File: config.mk
export PLATFORM = sky130hd
export DESIGN_NAME = fpcs_sequencer
export DESIGN_NICKNAME = d
export VERILOG_FILES = /design/src/shared/fpcs_pkg.sv /design/src/logic/fpcs_sequencer.sv /design/src/logic/fpcs_hold_timer.sv
export VERILOG_INCLUDE_DIRS = /design/src /design/src/shared
export SDC_FILE = /design/constraint.sdc
export NUM_CORES = 1
export LEC_CHECK = 0
export BUFFER_PORTS_ARGS = -buffer_cell sky130_fd_sc_hd__buf_2
export CAP_MARGIN = 20
export CORE_ASPECT_RATIO = 1.25
export CORE_MARGIN = 5
export CORE_UTILIZATION = 55
export CTS_BUF_LIST = sky130_fd_sc_hd__clkbuf_4 sky130_fd_sc_hd__clkbuf_8 sky130_fd_sc_hd__clkbuf_16
export DETAILED_ROUTE_END_ITERATION = 16
export PLACE_DENSITY = 0.75
export SYNTH_ARGS = -nofsm -noshare
export SYNTH_HDL_FRONTEND = slang
export SYNTH_SLANG_ARGS = --single-unit
File: constraint.sdc
create_clock -name sys_clk -period 3.5 [get_ports sys_clk]
set_clock_uncertainty 0.05 [all_clocks]
set_input_delay 0.175 -clock sys_clk [delete_from_list [all_inputs] [get_ports sys_clk]]
set_output_delay 0.175 -clock sys_clk [all_outputs]
set_load 0.02 [all_outputs]
File: src/shared/fpcs_defs.svh
// Constants of the front-panel configuration sequencer: counts, offsets, fields, resets.
// Assumes a single 25 MHz system clock and BCD-coded addresses and site numbers.
`ifndef FPCS_DEFS_SVH
`define FPCS_DEFS_SVH

`define FPCS_NCARD          8
`define FPCS_CLK_KHZ        25000
`define FPCS_HOLD_MS        2000
`define FPCS_HOLD_CYCLES    (`FPCS_HOLD_MS * `FPCS_CLK_KHZ)

`define FPCS_NRATE          3'h6
`define FPCS_ADDR_MASTER    8'h00
`define FPCS_SITE_MIN       8'h01
`define FPCS_SITE_MAX       8'h20

`define FPCS_RST_ADDR       8'h00
`define FPCS_RST_SITE       8'h01
`define FPCS_RST_RATE       3'h5
`define FPCS_RST_LOCK       1'b0

`define FPCS_REG_CTRL       4'h0
`define FPCS_REG_STATUS     4'h4
`define FPCS_REG_CARDS      4'h8

`define FPCS_CTRL_LOCK_BIT  0
`define FPCS_ST_STATE_LSB   0
`define FPCS_ST_LOCK_BIT    5
`define FPCS_ST_ADDR_LSB    8
`define FPCS_ST_SITE_LSB    16
`define FPCS_ST_CTL_LSB     24
`define FPCS_ST_AUX_LSB     28

`define FPCS_GLYPH_R        4'ha
`define FPCS_GLYPH_C        4'hb
`define FPCS_GLYPH_BLANK    4'hf

`endif

File: src/shared/fpcs_pkg.sv
// Types of the front-panel configuration sequencer.
// Assumes fpcs_defs.svh supplies the numeric constants.
package fpcs_pkg;

    typedef enum logic [4:0] {
        ST_ADDR    = 5'h01,
        ST_SITE    = 5'h02,
        ST_CTLRATE = 5'h04,
        ST_AUXRATE = 5'h08,
        ST_RUN     = 5'h10
    } fpcs_state_t;

    typedef struct packed {
        logic        wr;
        logic        rd;
        logic [3:0]  addr;
        logic [31:0] wdata;
    } fpcs_bus_req_t;

    typedef struct packed {
        logic [3:0][6:0] upper;
        logic [3:0][6:0] lower;
    } fpcs_disp_t;

endpackage

File: src/logic/fpcs_sequencer.sv
// Front-panel configuration and run-mode controller of a chassis control module.
// Assumes active-high button pins from outside the clock domain and a host port
// on sys_clk for the lock state that arrives over the control link.
//
// Summary of operation
// Enter configuration at power-up and when both buttons are held in run mode.
// Value key increments rack address; lower display shows it.
// Rack addresses 00 to 99; 00 is master, others slave.
// Next key goes to site step on master, control-link rate on slave.
// Value key cycles site 01 to 20; next key goes to control-link rate.
// Value key cycles control-link rates up to 9600 bps on lower display.
// Next key stores control-link rate and goes to auxiliary rate step.
// Value key cycles auxiliary rate; next key accepts; used on master only. The code enters this step on a slave as well, after the control-link rate step.
// Host must match master control-link rate; rates within factor two.
// Slave control-link rate must equal its master's auxiliary rate.
// First run entry shows rack banner above and blank below.
// Local indicator lit when unlocked, remote indicator lit when locked.
// Unlocked: rack button toggles all cards, card button toggles one.
// Switch buttons act only after a continuous two-second hold.
// Locked rack ignores rack and card buttons; host alone unlocks.
// Value cycles wrap from highest back to lowest.
`timescale 1ns/1ps
`default_nettype none
`include "fpcs_defs.svh"

module fpcs_sequencer #(
    parameter int unsigned HOLD_CYCLES = `FPCS_HOLD_CYCLES
) (
    input  wire logic                     sys_clk,
    input  wire logic                     resetn,
    input  wire logic                     keyNext,
    input  wire logic                     keyValue,
    input  wire logic                     rackSwitchBtn,
    input  wire logic [`FPCS_NCARD-1:0]   cardBtn,
    input  wire fpcs_pkg::fpcs_bus_req_t  busReq,
    output logic [31:0]                   busRdata,
    output fpcs_pkg::fpcs_disp_t          dispSeg,
    output logic                          localLed,
    output logic                          remoteLed,
    output logic [`FPCS_NCARD-1:0]        cardPos
);
    fpcs_pkg::fpcs_state_t  state;
    fpcs_pkg::fpcs_state_t  next_state;
    logic                   nextSync1;
    logic                   nextSync2;
    logic                   valueSync1;
    logic                   valueSync2;
    logic                   nextPrev;
    logic                   valuePrev;
    logic                   nextPress;
    logic                   valuePress;
    logic                   bothHeld;
    logic [7:0]             rackAddr;
    logic [7:0]             siteNum;
    logic [2:0]             ctlRateEdit;
    logic [2:0]             ctlRate;
    logic [2:0]             auxRate;
    logic                   locked;
    logic                   rackFire;
    logic [`FPCS_NCARD-1:0] cardFire;
    logic [3:0][3:0]        upperGlyph;
    logic [3:0][3:0]        lowerGlyph;

    // Two-digit BCD increment, 99 wraps to 00
    function automatic logic [7:0] bcdInc(input logic [7:0] v);
        logic [7:0] r;
        r = v;
        if (v[3:0] == 4'h9) begin
            r[3:0] = 4'h0;
            r[7:4] = (v[7:4] == 4'h9) ? 4'h0 : v[7:4] + 4'h1;
        end else begin
            r[3:0] = v[3:0] + 4'h1;
        end
        return r;
    endfunction

    // Rate index to four BCD digits, lowest rate first, 9600 highest
    function automatic logic [15:0] rateBcd(input logic [2:0] idx);
        logic [15:0] r;
        r = 16'h9600;
        unique case (idx)
            3'h0:    r = 16'h0300;
            3'h1:    r = 16'h0600;
            3'h2:    r = 16'h1200;
            3'h3:    r = 16'h2400;
            3'h4:    r = 16'h4800;
            default: r = 16'h9600;
        endcase
        return r;
    endfunction

    // Glyph code to segments g..a, active high
    function automatic logic [6:0] seg7(input logic [3:0] g);
        logic [6:0] s;
        s = 7'h00;
        unique case (g)
            4'h0:          s = 7'h3f;
            4'h1:          s = 7'h06;
            4'h2:          s = 7'h5b;
            4'h3:          s = 7'h4f;
            4'h4:          s = 7'h66;
            4'h5:          s = 7'h6d;
            4'h6:          s = 7'h7d;
            4'h7:          s = 7'h07;
            4'h8:          s = 7'h7f;
            4'h9:          s = 7'h6f;
            `FPCS_GLYPH_R: s = 7'h50;
            `FPCS_GLYPH_C: s = 7'h58;
            default:       s = 7'h00;
        endcase
        return s;
    endfunction

    always_ff @(posedge sys_clk or negedge resetn) begin
        if (!resetn) begin
            nextSync1  <= 1'b0;
            nextSync2  <= 1'b0;
            valueSync1 <= 1'b0;
            valueSync2 <= 1'b0;
            nextPrev   <= 1'b0;
            valuePrev  <= 1'b0;
        end else begin
            nextSync1  <= keyNext;
            nextSync2  <= nextSync1;
            valueSync1 <= keyValue;
            valueSync2 <= valueSync1;
            nextPrev   <= nextSync2;
            valuePrev  <= valueSync2;
        end
    end

    // A press while the other key is down is a chord, not a step
    assign bothHeld   = nextSync2 & valueSync2;
    assign nextPress  = nextSync2 & ~nextPrev & ~valueSync2;
    assign valuePress = valueSync2 & ~valuePrev & ~nextSync2;

    always_comb begin
        next_state = state;
        unique case (state)
            fpcs_pkg::ST_ADDR: begin
                if (nextPress) begin
                    next_state = (rackAddr == `FPCS_ADDR_MASTER) ?
                                 fpcs_pkg::ST_SITE : fpcs_pkg::ST_CTLRATE;
                end
            end
            fpcs_pkg::ST_SITE: begin
                if (nextPress) begin
                    next_state = fpcs_pkg::ST_CTLRATE;
                end
            end
            fpcs_pkg::ST_CTLRATE: begin
                if (nextPress) begin
                    next_state = fpcs_pkg::ST_AUXRATE;
                end
            end
            fpcs_pkg::ST_AUXRATE: begin
                if (nextPress) begin
                    next_state = fpcs_pkg::ST_RUN;
                end
            end
            fpcs_pkg::ST_RUN: begin
                if (bothHeld) begin
                    next_state = fpcs_pkg::ST_ADDR;
                end
            end
            default: next_state = fpcs_pkg::ST_ADDR;
        endcase
    end

    // No stored setup survives power loss, so reset always lands in configuration
    always_ff @(posedge sys_clk or negedge resetn) begin
        if (!resetn) begin
            state <= fpcs_pkg::ST_ADDR;
        end else begin
            state <= next_state;
        end
    end

    always_ff @(posedge sys_clk or negedge resetn) begin
        if (!resetn) begin
            rackAddr <= `FPCS_RST_ADDR;
            siteNum  <= `FPCS_RST_SITE;
        end else if (valuePress) begin
            if (state == fpcs_pkg::ST_ADDR) begin
                rackAddr <= bcdInc(rackAddr);
            end
            if (state == fpcs_pkg::ST_SITE) begin
                siteNum <= (siteNum == `FPCS_SITE_MAX) ?
                           `FPCS_SITE_MIN : bcdInc(siteNum);
            end
        end
    end

    // The edited control-link rate only takes effect once its step is accepted; the aux rate changes on each press
    always_ff @(posedge sys_clk or negedge resetn) begin
        if (!resetn) begin
            ctlRateEdit <= `FPCS_RST_RATE;
            ctlRate     <= `FPCS_RST_RATE;
            auxRate     <= `FPCS_RST_RATE;
        end else if (state == fpcs_pkg::ST_CTLRATE) begin
            if (valuePress) begin
                ctlRateEdit <= (ctlRateEdit == `FPCS_NRATE - 3'h1) ?
                               3'h0 : ctlRateEdit + 3'h1;
            end
            if (nextPress) begin
                ctlRate <= ctlRateEdit;
            end
        end else if (state == fpcs_pkg::ST_AUXRATE && valuePress) begin
            auxRate <= (auxRate == `FPCS_NRATE - 3'h1) ?
                       3'h0 : auxRate + 3'h1;
        end
    end

    // Lock is only ever changed by the host; the panel has no path to it
    always_ff @(posedge sys_clk or negedge resetn) begin
        if (!resetn) begin
            locked <= `FPCS_RST_LOCK;
        end else if (busReq.wr && busReq.addr == `FPCS_REG_CTRL) begin
            locked <= busReq.wdata[`FPCS_CTRL_LOCK_BIT];
        end
    end

    always_ff @(posedge sys_clk or negedge resetn) begin
        if (!resetn) begin
            busRdata <= 32'h0;
        end else begin
            busRdata <= 32'h0;
            if (busReq.rd) begin
                unique case (busReq.addr)
                    `FPCS_REG_CTRL: begin
                        busRdata[`FPCS_CTRL_LOCK_BIT] <= locked;
                    end
                    `FPCS_REG_STATUS: begin
                        busRdata[`FPCS_ST_STATE_LSB +: 5] <= state;
                        busRdata[`FPCS_ST_LOCK_BIT]       <= locked;
                        busRdata[`FPCS_ST_ADDR_LSB +: 8]  <= rackAddr;
                        busRdata[`FPCS_ST_SITE_LSB +: 8]  <= siteNum;
                        busRdata[`FPCS_ST_CTL_LSB +: 3]   <= ctlRate;
                        busRdata[`FPCS_ST_AUX_LSB +: 3]   <= auxRate;
                    end
                    `FPCS_REG_CARDS: begin
                        busRdata[`FPCS_NCARD-1:0] <= cardPos;
                    end
                    default: busRdata <= 32'h0;
                endcase
            end
        end
    end

    fpcs_hold_timer #(
        .HOLD_CYCLES (HOLD_CYCLES)
    ) rackHold (
        .sys_clk  (sys_clk),
        .resetn   (resetn),
        .btnPin   (rackSwitchBtn),
        .holdFire (rackFire)
    );

    genvar c;
    generate
        for (c = 0; c < `FPCS_NCARD; c = c + 1) begin : gCard
            fpcs_hold_timer #(
                .HOLD_CYCLES (HOLD_CYCLES)
            ) cardHold (
                .sys_clk  (sys_clk),
                .resetn   (resetn),
                .btnPin   (cardBtn[c]),
                .holdFire (cardFire[c])
            );
        end
    endgenerate

    // Rack and card requests in one cycle cancel, so that card keeps its position
    always_ff @(posedge sys_clk or negedge resetn) begin
        if (!resetn) begin
            cardPos <= '0;
        end else if (state == fpcs_pkg::ST_RUN && !locked) begin
            cardPos <= cardPos ^ ({`FPCS_NCARD{rackFire}} ^ cardFire);
        end
    end

    always_ff @(posedge sys_clk or negedge resetn) begin
        if (!resetn) begin
            localLed  <= 1'b1;
            remoteLed <= 1'b0;
        end else begin
            localLed  <= ~locked;
            remoteLed <= locked;
        end
    end

    always_comb begin
        upperGlyph = {4{`FPCS_GLYPH_BLANK}};
        lowerGlyph = {4{`FPCS_GLYPH_BLANK}};
        unique case (state)
            fpcs_pkg::ST_ADDR: begin
                lowerGlyph[1:0] = {rackAddr[7:4], rackAddr[3:0]};
            end
            fpcs_pkg::ST_SITE: begin
                lowerGlyph[1:0] = {siteNum[7:4], siteNum[3:0]};
            end
            fpcs_pkg::ST_CTLRATE: begin
                lowerGlyph = rateBcd(ctlRateEdit);
            end
            fpcs_pkg::ST_AUXRATE: begin
                lowerGlyph = rateBcd(auxRate);
            end
            fpcs_pkg::ST_RUN: begin
                upperGlyph = {`FPCS_GLYPH_R, `FPCS_GLYPH_C,
                              rackAddr[7:4], rackAddr[3:0]};
            end
            default: begin
                upperGlyph = {4{`FPCS_GLYPH_BLANK}};
            end
        endcase
    end

    genvar d;
    generate
        for (d = 0; d < 4; d = d + 1) begin : gDigit
            always_ff @(posedge sys_clk or negedge resetn) begin
                if (!resetn) begin
                    dispSeg.upper[d] <= 7'h00;
                    dispSeg.lower[d] <= 7'h00;
                end else begin
                    dispSeg.upper[d] <= seg7(upperGlyph[d]);
                    dispSeg.lower[d] <= seg7(lowerGlyph[d]);
                end
            end
        end
    endgenerate

endmodule

`default_nettype wire

File: src/logic/fpcs_hold_timer.sv
// Hold qualifier for one switch button: pulses once after a continuous hold.
// Assumes an asynchronous, active-high button pin; it is synchronised here.
`timescale 1ns/1ps
`default_nettype none
`include "fpcs_defs.svh"

module fpcs_hold_timer #(
    parameter int unsigned HOLD_CYCLES = `FPCS_HOLD_CYCLES
) (
    input  wire logic sys_clk,
    input  wire logic resetn,
    input  wire logic btnPin,
    output logic      holdFire
);
    logic        sync1;
    logic        sync2;
    logic [31:0] holdCount;
    logic        fired;

    always_ff @(posedge sys_clk or negedge resetn) begin
        if (!resetn) begin
            sync1 <= 1'b0;
            sync2 <= 1'b0;
        end else begin
            sync1 <= btnPin;
            sync2 <= sync1;
        end
    end

    // A release restarts the count, so short presses never fire
    always_ff @(posedge sys_clk or negedge resetn) begin
        if (!resetn) begin
            holdCount <= 32'h0;
            fired     <= 1'b0;
            holdFire  <= 1'b0;
        end else begin
            holdFire <= 1'b0;
            if (!sync2) begin
                holdCount <= 32'h0;
                fired     <= 1'b0;
            end else if (!fired) begin
                if (holdCount == HOLD_CYCLES - 1) begin
                    holdFire <= 1'b1;
                    fired    <= 1'b1;
                end else begin
                    holdCount <= holdCount + 32'h1;
                end
            end
        end
    end

endmodule

`default_nettype wire

==> metrics.yaml <==
area_growth_pct: 13.0
syn_area_um2: 23000
path_clk_slew_ns: 0.06
synthSimpleGateAreaFrac: 0.270
synth-compound-area-share: 0.0982
ys_seq_area_frac: 0.483
dr.first_iter.drc_count: 1238
cts_setup_buffers: 0
dieWidth_um: 193
start_util: 0.559
drcViolationCount: 0
place_hpwl_um: 34100
worstPathBufferInverterCount: 2
setup_ws_ns: 0.589
synth_cell_types: 79
syn_area_per_cell_um2: 9.58
drv_cap: 0
cts_made_buffers: 46
critPathTopFamily: "simple AND/OR/NAND/NOR gates"
cp_cell_sequence: "or3_1 > or3b_2 > or2_2 > inv_1 > ha_1 > inv_1 > a21oi_1 > nor2_1 > a21oi_1 > nor2_1"
synthMuxAreaShare: 0.0271
finalSetupViolCount: 0
synth_area_leader_cell: "dfrtp_1"
worstSetupPathType: "register to register"
drt.antenna.violating_nets: 0
rsz0062_at_grt: "false"
cp_slowest_stage_delay_ns: 0.67
nets: 2587
slew_headroom: 0.352
critical-path-slowest-cell: "or3b_2"
io_buffers: 106
synth_xor_area_frac: 0.0608
async_reset_ff_frac: 1.00
post_drt_wl_per_cell_um: 16.4
grt_pass1_vias: 18200
die_y_um: 239
num_rows: 83
synth_edf_count: 0
grt_pass1_wl_um: 86600
ir_drop_v: 0.000450
drive_gt1_frac: 0.111
die_area_um2: 46100
cts_tree: "done"
yosys-top-cells-area: "dfrtp_1, xnor2_1, nand2_1"
synthCells: 2404
diodes: 0
core_area_um2: 41200
first_pass_iters: 6
power_density_nw_per_um2: 507
tightest_slew_ns: 0.969
synth_fa_ha_area_frac: 0.0239
cts.sinks: 444
ys_seq_elements: 444
slew_violations: 0
antenna_found_initial: 0
holdCritPathClass: "input port to register"
ys_warn_count: 0
status: "finished, final reports clean"
fmax_mhz: 344
grt_overflow: 0
synth_top_area_frac: 0.473
htreeDepth: 2
p_leak_nw: 11.3
post-place-ws_ns: 0.638
num_vias: 18500
fin_setup_tns_ns: 0
timing.final.crit_period_ns: 2.91
ios: 149
ys.flop_type: "dfrtp_1"
hold_viol: 0
worst_ep_arrival_time_ns: 3.28
p_total_mw: 13.2
routed_wl_um: 50400
grt.total_usage: 0.219
synth_top_family_by_area: "simple AND/OR/NAND/NOR gates"
clockBufferDepth: 3
clk_latency_ns: 0.55
min_period_over_period: 0.832
gp_congestion: 0.910
critPathLaunchType: "register"
routed_via_density: 5.99
crit_required_ns: 3.87
endpoint_kind: "register"
grt_max_degree: 95
cts_root_buf: "clkbuf_16"
cp_max_fo: 19
==> state kept, by name, summed over array words and instances (netlist names), 3 cells and up <==
register	cells
rackAddr	8
rackHold.holdCount	32
state	5
gCard.cardHold.holdFire	8
busRdata	30
gCard.cardHold.fired	8
gCard.cardHold.holdCount	256
gCard.cardHold.sync2	8
cardPos	8
ctlRateEdit	3
siteNum	8
gCard.cardHold.sync1	8
dispSeg	43
auxRate	3
ctlRate	3
==> logic make-up (layout without fill, tap and decap cells) <==
group | Yosys count | in the layout
DFF | 444 | 444
other | 1 | 11
xor gates and xnor gates | 160 | 160
muxes | 61 | 61
buffers and inverters | 208 | 324
AOI/OAI and AO/OA | 354 | 354
and+or+nand+nor | 1132 | 1132
adders and majority gates | 44 | 44
==> layer usage <==
layer  part of all wire  up-vias  global-route usage
met5                  0        -                   0
met4              0.032        0              0.0781
met3              0.051      111              0.0276
met2               0.50      530               0.379
met1               0.42     9015               0.282
li1                   -     8802                   -
==> through the flow <==
step | instance area, um^2 | utilization | hold slack (ns) | std cells
finish | 26000 | 0.631 | 0.0621 | 3082
global route | 26000 | 0.631 | 0.0915 | 3082
CTS | 26000 | 0.631 | 0.0437 | 3082
detailed placement | 24100 | 0.585 | 0.211 | 2981
global placement | 24100 | 0.585 | 0.213 | 2981
floorplan | 23100 | - | -0.171 | 2414
==> worst register-to-register path, delay by kind of cell (launching register included) <==
kind,cells,cell delay [ns]
adders and majority gates,1,0.21
and+or+nand+nor,5,1.62
AOI/OAI and AO/OA,2,0.29
buffers and inverters,2,0.17
DFF,1,0.44
==> synthesized netlist by cell type, types with 7 or more instances <==
library cell  number
buf_4             15
and4_1            24
dfstp_2            9
nand4_1           83
or2_2              9
nor4b_1           26
mux2i_1           51
nand2b_1          49
o21ai_0           91
o21a_1             9
mux2_2            10
a21boi_0          12
dfrtp_1          435
nor3b_1           13
xor2_1            68
a21o_1            15
o41ai_1            8
o22ai_1            9
and2_1            70
nand4b_1          11
and3_1            42
clkbuf_1         105
xnor2_1           92
nand3b_1          10
or3_1             71
nand2_1          197
nand3_1          132
inv_1             74
o31ai_1           29
nor3_1            54
a22o_1            16
nor2_1           179
buf_2              7
a22oi_1            8
o211ai_1           7
a21oi_1          100
or4_1             40
nor2b_1           15
nor4_1            87
o311ai_0           8
ha_1              44
==> final timing paths <==
check | start | depth (start not counted) | to | slack [ns]
worst max register to register | state[1] | 10 | dispSeg[31] | 0.59
min in group asynchronous | resetn | 2 | gCard[0].cardHold.sync1 | 0.15
worst min register to register | gCard[0].cardHold.sync1 | 0 | gCard[0].cardHold.sync2 | 0.30
worst min-delay path | busReq[34] | 5 | busRdata[0] | 0.06
max in group asynchronous | resetn | 3 | gCard[4].cardHold.holdCount[21] | 2.24
worst max-delay path | state[1] | 10 | dispSeg[31] | 0.59
==> timing repair <==
action / CTS / global route
hold buffers: 15 / 0
gates resized for setup: 0 / 0
endpoints found under the hold margin: 108 / 0
==> cells in the final DEF, fill, tap and decap left out, types with 74 or more instances in the layout <==
cell type	netlist	routed
nand2_1	197	197
a21oi_1	100	100
xnor2_1	92	92
inv_1	74	74
nor2_1	179	179
nor4_1	87	84
nand4_1	83	83
o21ai_0	91	91
nand3_1	132	132
dfrtp_1	435	435
buf_2	7	105
==> power breakdown <==
group	internal [mW]	total, mW	switching (mW)
clock	3.49	5.54	2.06
sequential	5.38	5.60	0.222
combinational	0.774	2.03	1.26
==> cell type report <==
cell class                 count  area [um^2]
timing repair buffer         161         1040
clock buffer                  64         1380
multi-input combinational   1762        11100
sequential                   444        11100
inverter                      77          289
fill                        3284        15200
clock inverter                22          364
tap                          552          691
No activity file was read; power rests on OpenSTA's default activity.
